$ cat src/shared/mcsf_defines.svh
// register offsets, field positions and reset values for the status flag bank
`ifndef MCSF_DEFINES_SVH
`define MCSF_DEFINES_SVH
// ***********************************
// register byte offsets
// ***********************************
`define MCSF_OFF_FLAGS 12'h000
`define MCSF_OFF_PEER 12'h004
`define MCSF_OFF_PGA_DET0 12'h008
`define MCSF_OFF_PGA_DET1 12'h00c
`define MCSF_OFF_PGA_DET2 12'h010
`define MCSF_OFF_TRQ_DET0 12'h014
`define MCSF_OFF_TRQ_DET1 12'h018
`define MCSF_OFF_SRV_DET0 12'h01c
`define MCSF_OFF_SRV_DET1 12'h020
`define MCSF_OFF_IRQ_STAT 12'h024
`define MCSF_OFF_IRQ_MASK 12'h028
`define MCSF_OFF_DOWN_CODE 12'h02c
// ***********************************
// field positions
// ***********************************
`define MCSF_BIT_PGA 0
`define MCSF_BIT_TRQ 1
`define MCSF_BIT_SRV 2
`define MCSF_BIT_DOWN 3
`define MCSF_PEER_DONE_LSB 0
`define MCSF_PEER_RST_LSB 4
`define MCSF_PEER_STOP_LSB 8
// irq status layout: 0 pga, 1 trq, 2 srv, 3 down, 7:4 read done per cpu
`define MCSF_IRQ_W 8
// ***********************************
// values
// ***********************************
`define MCSF_DOWN_ERR_CODE 16'h1b58
`define MCSF_RESET_WORD 32'h0000_0000
`define MCSF_IRQ_RESET 8'h00
`endif

$ cat src/shared/mcsf_pkg.sv
// types shared by the status flag bank
package mcsf_pkg;
   // apb slave phase
   typedef enum logic [1:0] {
      MCSF_IDLE,
      MCSF_SETUP,
      MCSF_ACCESS
   } mcsf_apb_type;
   typedef logic [15:0] mcsf_word_type;
endpackage : mcsf_pkg

$ cat src/verilog/mcsf_status_flags.sv
// status flag bank of a motion cpu with apb register access
`timescale 1ns/100ps
`include "mcsf_defines.svh"
// ***********************************
// Function
// - pulse axis error flag high while any of six setting words is abnormal
// - on pulse axis error rising, capture three detail words
// - test request error flag high when a test request fails
// - on test request error rising, capture two detail words
// - servo program data checked on invoke; abnormal data sets servo error flag
// - servo program error captures two detail words
// - read done flag of a cpu rises when a peer read finishes normally
// - reset flag of each cpu follows that cpu's reset state
// - a removed cpu counts as resetting
// - reset of cpu one makes all other cpus reset too
// - reset of cpu two to four raises multi cpu down error code while cpu one is not in reset
// - stop error flag only on stop error, not on continuation error
// ***********************************
module mcsf_status_flags #(
   parameter int NCPU = 4,
   parameter int NAXW = 6
) (
   // clock and reset
   input wire logic clk,
   input wire logic rst,
   // apb slave
   input wire logic psel,
   input wire logic penable,
   input wire logic pwrite,
   input wire logic [11:0] paddr,
   input wire logic [31:0] pwdata,
   output logic [31:0] prdata,
   output logic pready,
   output logic pslverr,
   // pulse generator axis check results
   input wire logic [NAXW-1:0] pulse_gen_axis_setting_bad,
   input wire logic [47:0] pulse_gen_axis_error_info,
   // test mode request result
   input wire logic test_req_fail,
   input wire logic [31:0] test_req_error_info,
   // servo program check
   input wire logic servo_prog_check,
   input wire logic servo_prog_bad,
   input wire logic [31:0] servo_prog_error_info,
   // peer cpu status
   input wire logic [NCPU-1:0] peer_read_ok,
   input wire logic [NCPU-1:0] cpu_in_reset,
   input wire logic [NCPU-1:0] cpu_removed,
   input wire logic [NCPU-1:0] cpu_stop_error,
   input wire logic [NCPU-1:0] cpu_cont_error,
   // outputs
   output logic multi_cpu_down,
   output logic irq
);
   // ***********************************
   // flag state
   // ***********************************
   logic pga_flag_reg;
   logic trq_flag_reg;
   logic srv_flag_reg;
   logic [NCPU-1:0] done_reg;
   logic [NCPU-1:0] in_reset_reg;
   logic [NCPU-1:0] stop_reg;
   logic [15:0] pga_det_reg [3];
   logic [15:0] trq_det_reg [2];
   logic [15:0] srv_det_reg [2];
   logic [`MCSF_IRQ_W-1:0] irq_stat_reg;
   logic [`MCSF_IRQ_W-1:0] irq_mask_reg;
   logic [`MCSF_IRQ_W-1:0] irq_event;
   logic [NCPU-1:0] in_reset_next;
   logic down_next;
   mcsf_pkg::mcsf_apb_type phase_reg;
   logic wr_en;

   // a write commits only on the ready beat, so a held access cannot write twice
   assign wr_en = psel && penable && pwrite && pready;

   // word compare, used by the write decode and the assertions; the read mux uses a case on paddr
   function automatic logic hit(input logic [11:0] a, input logic [11:0] off);
      hit = (a == off);
   endfunction : hit

   // ***********************************
   // error flags and details
   // ***********************************
   // pulse axis flag is a live level of the six word checks
   always_ff @(posedge clk) begin
      if (rst) begin
         pga_flag_reg <= 1'b0;
      end else begin
         pga_flag_reg <= |pulse_gen_axis_setting_bad;
      end
   end

   // details latched only on the rising edge so software sees the first cause
   always_ff @(posedge clk) begin
      if (rst) begin
         for (int i = 0; i < 3; i++) begin
            pga_det_reg[i] <= 16'h0000;
         end
      end else if (|pulse_gen_axis_setting_bad && !pga_flag_reg) begin
         for (int i = 0; i < 3; i++) begin
            pga_det_reg[i] <= pulse_gen_axis_error_info[16*i +: 16];
         end
      end
   end

   // test request flag follows the outcome of the latest request
   always_ff @(posedge clk) begin
      if (rst) begin
         trq_flag_reg <= 1'b0;
         trq_det_reg[0] <= 16'h0000;
         trq_det_reg[1] <= 16'h0000;
      end else begin
         trq_flag_reg <= test_req_fail;
         if (test_req_fail && !trq_flag_reg) begin
            trq_det_reg[0] <= test_req_error_info[15:0];
            trq_det_reg[1] <= test_req_error_info[31:16];
         end
      end
   end

   // servo flag updates only when a program is invoked and checked
   always_ff @(posedge clk) begin
      if (rst) begin
         srv_flag_reg <= 1'b0;
         srv_det_reg[0] <= 16'h0000;
         srv_det_reg[1] <= 16'h0000;
      end else if (servo_prog_check) begin
         srv_flag_reg <= servo_prog_bad;
         if (servo_prog_bad) begin
            srv_det_reg[0] <= servo_prog_error_info[15:0];
            srv_det_reg[1] <= servo_prog_error_info[31:16];
         end
      end
   end

   // ***********************************
   // peer cpu flags
   // ***********************************
   // read done flags are sticky; software clears them by writing one
   always_ff @(posedge clk) begin
      if (rst) begin
         done_reg <= '0;
      end else begin
         for (int c = 0; c < NCPU; c++) begin
            if (peer_read_ok[c]) begin
               done_reg[c] <= 1'b1;
            end else if (wr_en && hit(paddr, `MCSF_OFF_PEER)
                         && pwdata[`MCSF_PEER_DONE_LSB + c]) begin
               done_reg[c] <= 1'b0;
            end
         end
      end
   end

   // reset view: own reset, removal, or cpu one dragging the others down
   always_comb begin
      in_reset_next = cpu_in_reset | cpu_removed;
      if (in_reset_next[0]) begin
         in_reset_next = '1;
      end
      down_next = |in_reset_next[NCPU-1:1] && !in_reset_next[0];
   end

   always_ff @(posedge clk) begin
      if (rst) begin
         in_reset_reg <= '0;
         multi_cpu_down <= 1'b0;
      end else begin
         in_reset_reg <= in_reset_next;
         multi_cpu_down <= down_next;
      end
   end

   // stop error masked by the reset view, so it clears while cpu one is in reset; continuation errors ignored
   always_ff @(posedge clk) begin
      if (rst) begin
         stop_reg <= '0;
      end else begin
         stop_reg <= cpu_stop_error & ~in_reset_next;
      end
   end

   // ***********************************
   // interrupts
   // ***********************************
   assign irq_event = {peer_read_ok,
                       down_next && !multi_cpu_down,
                       servo_prog_check && servo_prog_bad,
                       test_req_fail && !trq_flag_reg,
                       |pulse_gen_axis_setting_bad && !pga_flag_reg};

   // set wins over a same-cycle write-one clear
   always_ff @(posedge clk) begin
      if (rst) begin
         irq_stat_reg <= `MCSF_IRQ_RESET;
         irq_mask_reg <= `MCSF_IRQ_RESET;
      end else begin
         if (wr_en && hit(paddr, `MCSF_OFF_IRQ_STAT)) begin
            irq_stat_reg <= (irq_stat_reg & ~pwdata[`MCSF_IRQ_W-1:0]) | irq_event;
         end else begin
            irq_stat_reg <= irq_stat_reg | irq_event;
         end
         if (wr_en && hit(paddr, `MCSF_OFF_IRQ_MASK)) begin
            irq_mask_reg <= pwdata[`MCSF_IRQ_W-1:0];
         end
      end
   end

   always_ff @(posedge clk) begin
      if (rst) begin
         irq <= 1'b0;
      end else begin
         irq <= |((irq_stat_reg | irq_event) & irq_mask_reg);
      end
   end

   // ***********************************
   // apb slave
   // ***********************************
   // pready rises one cycle into the access phase
   always_ff @(posedge clk) begin
      if (rst) begin
         phase_reg <= mcsf_pkg::MCSF_IDLE;
         pready <= 1'b0;
         pslverr <= 1'b0;
         prdata <= `MCSF_RESET_WORD;
      end else begin
         case (phase_reg)
            mcsf_pkg::MCSF_IDLE: begin
               pready <= 1'b0;
               if (psel && !penable) begin
                  phase_reg <= mcsf_pkg::MCSF_SETUP;
               end
            end
            mcsf_pkg::MCSF_SETUP: begin
               if (psel && penable) begin
                  phase_reg <= mcsf_pkg::MCSF_ACCESS;
                  pready <= 1'b1;
                  pslverr <= (paddr > `MCSF_OFF_DOWN_CODE) || (paddr[1:0] != 2'b00);
                  prdata <= `MCSF_RESET_WORD;
                  if (!pwrite) begin
                     case (paddr)
                        `MCSF_OFF_FLAGS: prdata <= {28'h0000000, multi_cpu_down,
                           srv_flag_reg, trq_flag_reg, pga_flag_reg};
                        `MCSF_OFF_PEER: prdata <= {20'h00000, stop_reg,
                           in_reset_reg, done_reg};
                        `MCSF_OFF_PGA_DET0: prdata <= {16'h0000, pga_det_reg[0]};
                        `MCSF_OFF_PGA_DET1: prdata <= {16'h0000, pga_det_reg[1]};
                        `MCSF_OFF_PGA_DET2: prdata <= {16'h0000, pga_det_reg[2]};
                        `MCSF_OFF_TRQ_DET0: prdata <= {16'h0000, trq_det_reg[0]};
                        `MCSF_OFF_TRQ_DET1: prdata <= {16'h0000, trq_det_reg[1]};
                        `MCSF_OFF_SRV_DET0: prdata <= {16'h0000, srv_det_reg[0]};
                        `MCSF_OFF_SRV_DET1: prdata <= {16'h0000, srv_det_reg[1]};
                        `MCSF_OFF_IRQ_STAT: prdata <= {24'h000000, irq_stat_reg};
                        `MCSF_OFF_IRQ_MASK: prdata <= {24'h000000, irq_mask_reg};
                        `MCSF_OFF_DOWN_CODE: prdata <= multi_cpu_down ?
                           {16'h0000, `MCSF_DOWN_ERR_CODE} : `MCSF_RESET_WORD;
                        default: prdata <= `MCSF_RESET_WORD;
                     endcase
                  end
               end else if (!psel) begin
                  phase_reg <= mcsf_pkg::MCSF_IDLE;
               end
            end
            mcsf_pkg::MCSF_ACCESS: begin
               pready <= 1'b0;
               pslverr <= 1'b0;
               phase_reg <= (psel && !penable) ? mcsf_pkg::MCSF_SETUP : mcsf_pkg::MCSF_IDLE;
            end
            default: begin
               phase_reg <= mcsf_pkg::MCSF_IDLE;
               pready <= 1'b0;
            end
         endcase
      end
   end

   // ***********************************
   // assertions
   // ***********************************
   pga_flag_level_a: assert property (@(posedge clk) disable iff (rst)
      $past(!rst) |-> pga_flag_reg == |$past(pulse_gen_axis_setting_bad))
      else $error("pulse axis flag does not follow setting checks");
   pga_detail_cap_a: assert property (@(posedge clk) disable iff (rst)
      (|pulse_gen_axis_setting_bad && !pga_flag_reg) |=>
      pga_det_reg[0] == $past(pulse_gen_axis_error_info[15:0]))
      else $error("pulse axis detail not captured");
   trq_flag_follow_a: assert property (@(posedge clk) disable iff (rst)
      test_req_fail |=> trq_flag_reg)
      else $error("test request flag not set");
   trq_detail_cap_a: assert property (@(posedge clk) disable iff (rst)
      (test_req_fail && !trq_flag_reg) |=>
      trq_det_reg[1] == $past(test_req_error_info[31:16]))
      else $error("test request detail not captured");
   srv_flag_check_a: assert property (@(posedge clk) disable iff (rst)
      servo_prog_check |=> srv_flag_reg == $past(servo_prog_bad))
      else $error("servo flag wrong after check");
   srv_detail_cap_a: assert property (@(posedge clk) disable iff (rst)
      (servo_prog_check && servo_prog_bad) |=>
      srv_det_reg[0] == $past(servo_prog_error_info[15:0]))
      else $error("servo detail not captured");
   read_done_set_a: assert property (@(posedge clk) disable iff (rst)
      peer_read_ok[NCPU-1] |=> done_reg[NCPU-1])
      else $error("read done flag not set");
   cpu1_reset_all_a: assert property (@(posedge clk) disable iff (rst)
      (cpu_in_reset[0] || cpu_removed[0]) |=> &in_reset_reg && !multi_cpu_down)
      else $error("cpu one reset not propagated");
   down_error_a: assert property (@(posedge clk) disable iff (rst)
      (cpu_in_reset[1] && !cpu_in_reset[0] && !cpu_removed[0]) |=> multi_cpu_down)
      else $error("multi cpu down not raised");
   stop_cont_a: assert property (@(posedge clk) disable iff (rst)
      (!cpu_stop_error[1] && cpu_cont_error[1]) |=> !stop_reg[1])
      else $error("continuation error set stop flag");

   // peer reset view: own reset, removal, release and the down flag clear
   in_reset_view_a: assert property (@(posedge clk) disable iff (rst)
      (cpu_in_reset[3] || cpu_removed[3]) |=> in_reset_reg[3])
      else $error("cpu reset flag not raised");
   removed_reset_a: assert property (@(posedge clk) disable iff (rst)
      cpu_removed[2] |=> in_reset_reg[2])
      else $error("removed cpu not counted as resetting");
   reset_release_a: assert property (@(posedge clk) disable iff (rst)
      (!cpu_in_reset[2] && !cpu_removed[2] && !cpu_in_reset[0] && !cpu_removed[0])
      |=> !in_reset_reg[2])
      else $error("cpu reset flag not released");
   down_clear_a: assert property (@(posedge clk) disable iff (rst)
      (in_reset_next[NCPU-1:1] == '0) |=> !multi_cpu_down)
      else $error("multi cpu down raised with peers running");

   // stop flags and read done flags
   stop_flag_set_a: assert property (@(posedge clk) disable iff (rst)
      (cpu_stop_error[0] && !cpu_in_reset[0] && !cpu_removed[0]) |=> stop_reg[0])
      else $error("stop error flag not raised");
   read_done_cpu1_a: assert property (@(posedge clk) disable iff (rst)
      peer_read_ok[0] |=> done_reg[0])
      else $error("cpu one read done flag not set");
   done_clear_a: assert property (@(posedge clk) disable iff (rst)
      (wr_en && hit(paddr, `MCSF_OFF_PEER) && pwdata[0] && !peer_read_ok[0]) |=> !done_reg[0])
      else $error("read done flag not cleared by write one");

   // servo flag, pulse axis and test request details hold between events; the test request flag clears
   trq_flag_clear_a: assert property (@(posedge clk) disable iff (rst)
      !test_req_fail |=> !trq_flag_reg)
      else $error("test request flag stuck");
   srv_flag_hold_a: assert property (@(posedge clk) disable iff (rst)
      !servo_prog_check |=> $stable(srv_flag_reg))
      else $error("servo flag changed without a check");
   pga_detail_hold_a: assert property (@(posedge clk) disable iff (rst)
      (pga_flag_reg && |pulse_gen_axis_setting_bad) |=> $stable(pga_det_reg[0]))
      else $error("pulse axis detail overwritten");
   trq_detail_hold_a: assert property (@(posedge clk) disable iff (rst)
      trq_flag_reg |=> $stable(trq_det_reg[1]))
      else $error("test request detail overwritten");

   // bus beat and interrupt level
   pready_pulse_a: assert property (@(posedge clk) disable iff (rst)
      pready |=> !pready)
      else $error("pready held longer than one cycle");
   slverr_beat_a: assert property (@(posedge clk) disable iff (rst)
      pslverr |-> pready)
      else $error("pslverr without pready");
   irq_level_a: assert property (@(posedge clk) disable iff (rst)
      |(irq_stat_reg & irq_mask_reg) |=> irq)
      else $error("irq low with an unmasked status bit");

   // main scenarios
   cover_pga: cover property (@(posedge clk) disable iff (rst) $rose(pga_flag_reg));
   cover_down: cover property (@(posedge clk) disable iff (rst) $rose(multi_cpu_down));
   cover_irq: cover property (@(posedge clk) disable iff (rst) $rose(irq));
   cover_stop: cover property (@(posedge clk) disable iff (rst) $fell(stop_reg[0]));
   cover_done: cover property (@(posedge clk) disable iff (rst) &done_reg);
endmodule : mcsf_status_flags

$ cat config.mk
export PLATFORM = sky130hd
export DESIGN_NAME = mcsf_status_flags
export DESIGN_NICKNAME = d
export VERILOG_FILES = /design/src/shared/mcsf_pkg.sv /design/src/verilog/mcsf_status_flags.sv
export VERILOG_INCLUDE_DIRS = /design/src /design/src/shared
export SDC_FILE = /design/constraint.sdc
export NUM_CORES = 1
export LEC_CHECK = 0
export BUFFER_PORTS_ARGS = -buffer_cell sky130_fd_sc_hd__buf_2
export CAP_MARGIN = 20
export CORE_MARGIN = 10
export CORE_UTILIZATION = 45
export DETAILED_ROUTE_END_ITERATION = 7
export GPL_TIMING_DRIVEN = 1
export PLACE_DENSITY_LB_ADDON = 0.12
export SLEW_MARGIN = 20
export SYNTH_ARGS = -nofsm -noshare
export SYNTH_HDL_FRONTEND = slang
export SYNTH_SLANG_ARGS = --single-unit
$ cat constraint.sdc
create_clock -name clk -period 2.3 [get_ports clk]
set_input_delay 0.46 -clock clk [delete_from_list [all_inputs] [get_ports clk]]
set_output_delay 0.46 -clock clk [all_outputs]
set_load 0.005 [all_outputs]
==> metrics <==
# rows=47; worst setup path start=paddr[4]; status=completed; Slew @ Worst Pin=0.6112 ns; Cells after Synth=660; Async SR Flop Fraction=0%; drt pass-1 iters=5; CP arrival=2.45 ns; post-cts resize count=0; clk sinks=165; initial antenna violation count=0; hold_buf cts=0; WP buf/inv=4; post-DR wirelength/cell=22.27 um; post-synth top area share=43.96%; number of flops mapped to enable cells by yosys=112; Slew HR=59.15%; worst path required time=2.64 ns; nature of the critical path endpoint=register; Synth warnings=0; vias in the first global route=6594; final core occ=60.21%; Num CTS Buffers=17; number of synthesized register bits=165; Power Density=705.4 nW/um^2; post-route ant nets=0; H-tree Lvls=4; Mapped Area=7650 um^2; WHS=0.2405 ns; combinational family with the most area after synthesis=simple AND/OR/NAND/NOR gates; Initial Util=45.97%; Max VDD drop=491.9 uV; GPL Wtd Cong=0.8939; Top delay family on crit path=buffers and inverters; commonest non-fill, non-tap cell in the layout=buf_2; RR Startpoint=phase_reg[1]$_SDFFE_PP0P_; Die Y=150.4 um; Tmin final=2.116 ns; Post-CTS Setup Bufs=0; Cell Area, Placed=9397 um^2; Sw Share=22.64%; # port buffers=181; Max Cap Violations=0; most frequent CP cell=buf_4; HPWL Detailed=19700 um; post-synthesis simple-gate area fraction=19.28%; drt via density=5.458; final setup violating endpoints=0; GRT Total Usage=22.18%; RSZ-0062 raised after global routing=false; Post-synth top flop=edfxtp_1; clk root buf=clkbuf_16; Synth area leader=edfxtp_1; CP cell instances=buf_2, buf_12, nor4b_2, buf_4, buf_4, a22oi_1, o21ai_0, nand2_1, a311oi_1; # DRC=0; Final Hold Violating Endpoints=0; Final #Nets=1095; complex-gate fraction of the synthesized area=12.07%; post-synth cell types=62; DR vias=6211; Crit Path Class=in2reg; post-synthesis mux area share=6.886%; core area=16640 um^2; slowest stage cell, crit path=nor4b_2; max incr delay on CP=0.58 ns; Lkg Pwr=4.140 nW; largest net degree at the start of global routing=49; Synth Area in XOR/XNOR=0%; most frequent cells in the layout=buf_2, and2_1, edfxtp_1; HP Class=in2reg; max reg flops=48; final worst path period share=92.01%; Clk network pwr share=42.2%; sequential power share=48.4%; clock slew at reported path FFs=0.07 ns; final setup skew=0.01079 ns; Remaining Overflow, GRT=0; FF+latch area=4424 um^2; Worst setup SP type=primary input; sequential element share of the synthesized area=57.83%; fmax=472.5 MHz; Design Area, Final=10020 um^2; clk buf depth=2; Adder-Cell Fraction of Synth Area=0%; Fill cells=1416; die width=150.4 um; Slew Viols, Final=0; syn avg cell area=11.59 um^2; area grow syn2layout=30.98%; Worst-Skew Late Latency=0.43 ns; TritonCTS clock tree=built; Multi-input gate area=3002 um^2; critical path depth=9; r2r setup slk=0.61 ns; Total Wirelength=25340 um; CP endpoint=prdata[2]$_SDFFE_PP0P_; R2R depth=5; Combinational Power Share=9.3%; ant diodes=0; crit-path max FO=6; layout cells sized above 1=35.29%; first-pass GRT wire length=37670 um; IO Pins=226; synth top area cells=edfxtp_1, dfxtp_1, and2_1, mux2i_1, a311oi_1; drt initial violations=435; P_sw=0.001601 W; Internal=0.005468 W; DIE AREA=22610 um^2; Reg-to-Reg End=prdata[12]$_SDFFE_PP0P_
-- synth_stat cells (12+ instances only) --
library cell    n
a21oi_1        27
a311oi_1       18
mux2i_1        29
clkbuf_1       29
buf_4          16
nor3_1         12
o21ai_0        22
nand3_1        14
edfxtp_1      112
nand2_1        29
nor2_1         41
dfxtp_1        53
and2_1        113
a22oi_1        12
-- layer usage --
layer	up-vias	global-route usage [%]	wire, um
met3	38	5.552	1905
met2	244	37.32	12530
li1	2913	-	-
met1	3016	27.10	10330
met5	-	0	0
met4	0	7.726	573
-- power groups by stage --
stage | Clock (W) | Sequential [W] | Combinational (W)
3_5_place_dp | 0 | 0.00349 | 0.000662
3_3_place_gp | 0 | 0.00348 | 0.000649
2_1_floorplan | 0 | 0.00346 | 0.000310
4_1_cts | 0.00301 | 0.00342 | 0.000665
6_report | 0.00298 | 0.00342 | 0.000659
5_1_grt | 0.00313 | 0.00344 | 0.000717
-- metrics by stage --
stage | std cells | worst slack, ns | TNS [ns] | power (W)
after global placement | 1106 | -0.2445 | -3.840 | 0.004130
after CTS | 1138 | 0.2070 | 0 | 0.007104
final | 1138 | 0.1838 | 0 | 0.007068
after global routing | 1138 | 0.06475 | 0 | 0.007282
after floorplan | 675 | 0.02971 | 0 | 0.003765
after detailed placement | 1106 | -0.2427 | -3.734 | 0.004150
-- worst min path at each step --
| stage | end | cells past startpoint | from |
|---|---|---|---|
| 2_1_floorplan | phase_reg[0]$_SDFFE_PP0P_ | 1 | phase_reg[1]$_SDFFE_PP0P_ |
| 3_3_place_gp | phase_reg[0]$_SDFFE_PP0P_ | 1 | phase_reg[1]$_SDFFE_PP0P_ |
| 3_5_place_dp | phase_reg[0]$_SDFFE_PP0P_ | 1 | phase_reg[1]$_SDFFE_PP0P_ |
| 4_1_cts | stop_reg[0]$_SDFF_PP0_ | 2 | cpu_stop_error[0] |
| 5_1_grt | stop_reg[0]$_SDFF_PP0_ | 2 | cpu_stop_error[0] |
| 6_report | stop_reg[0]$_SDFF_PP0_ | 2 | cpu_stop_error[0] |
-- logic make-up (layout without fill, tap and decap cells) --
family / count (synthesis) / count (layout)
compound gates: 128 / 128
flops: 165 / 165
buf+inv: 62 / 305
mux: 43 / 43
simple gates: 261 / 261
other cells: 1 / 16
-- layout make-up --
type / instances / share of cell area [%]
sequential: 165 / 44.16
multi-input combinational: 448 / 29.96
timing repair buffer: 266 / 16.66
clock buffer: 24 / 5.132
tap: 220 / 2.747
clock inverter: 8 / 1.086
inverter: 7 / 0.2622
-- worst register-to-register path, delay by kind of cell (launching register included) --
family / cells / cell delay (ns)
AND/OR/NAND/NOR: 1 / 0.23
buffers and inverters: 1 / 0.19
AO/OA/AOI/OAI: 3 / 0.89
flip-flops: 1 / 0.33
Power figures use the tool's default switching activity.
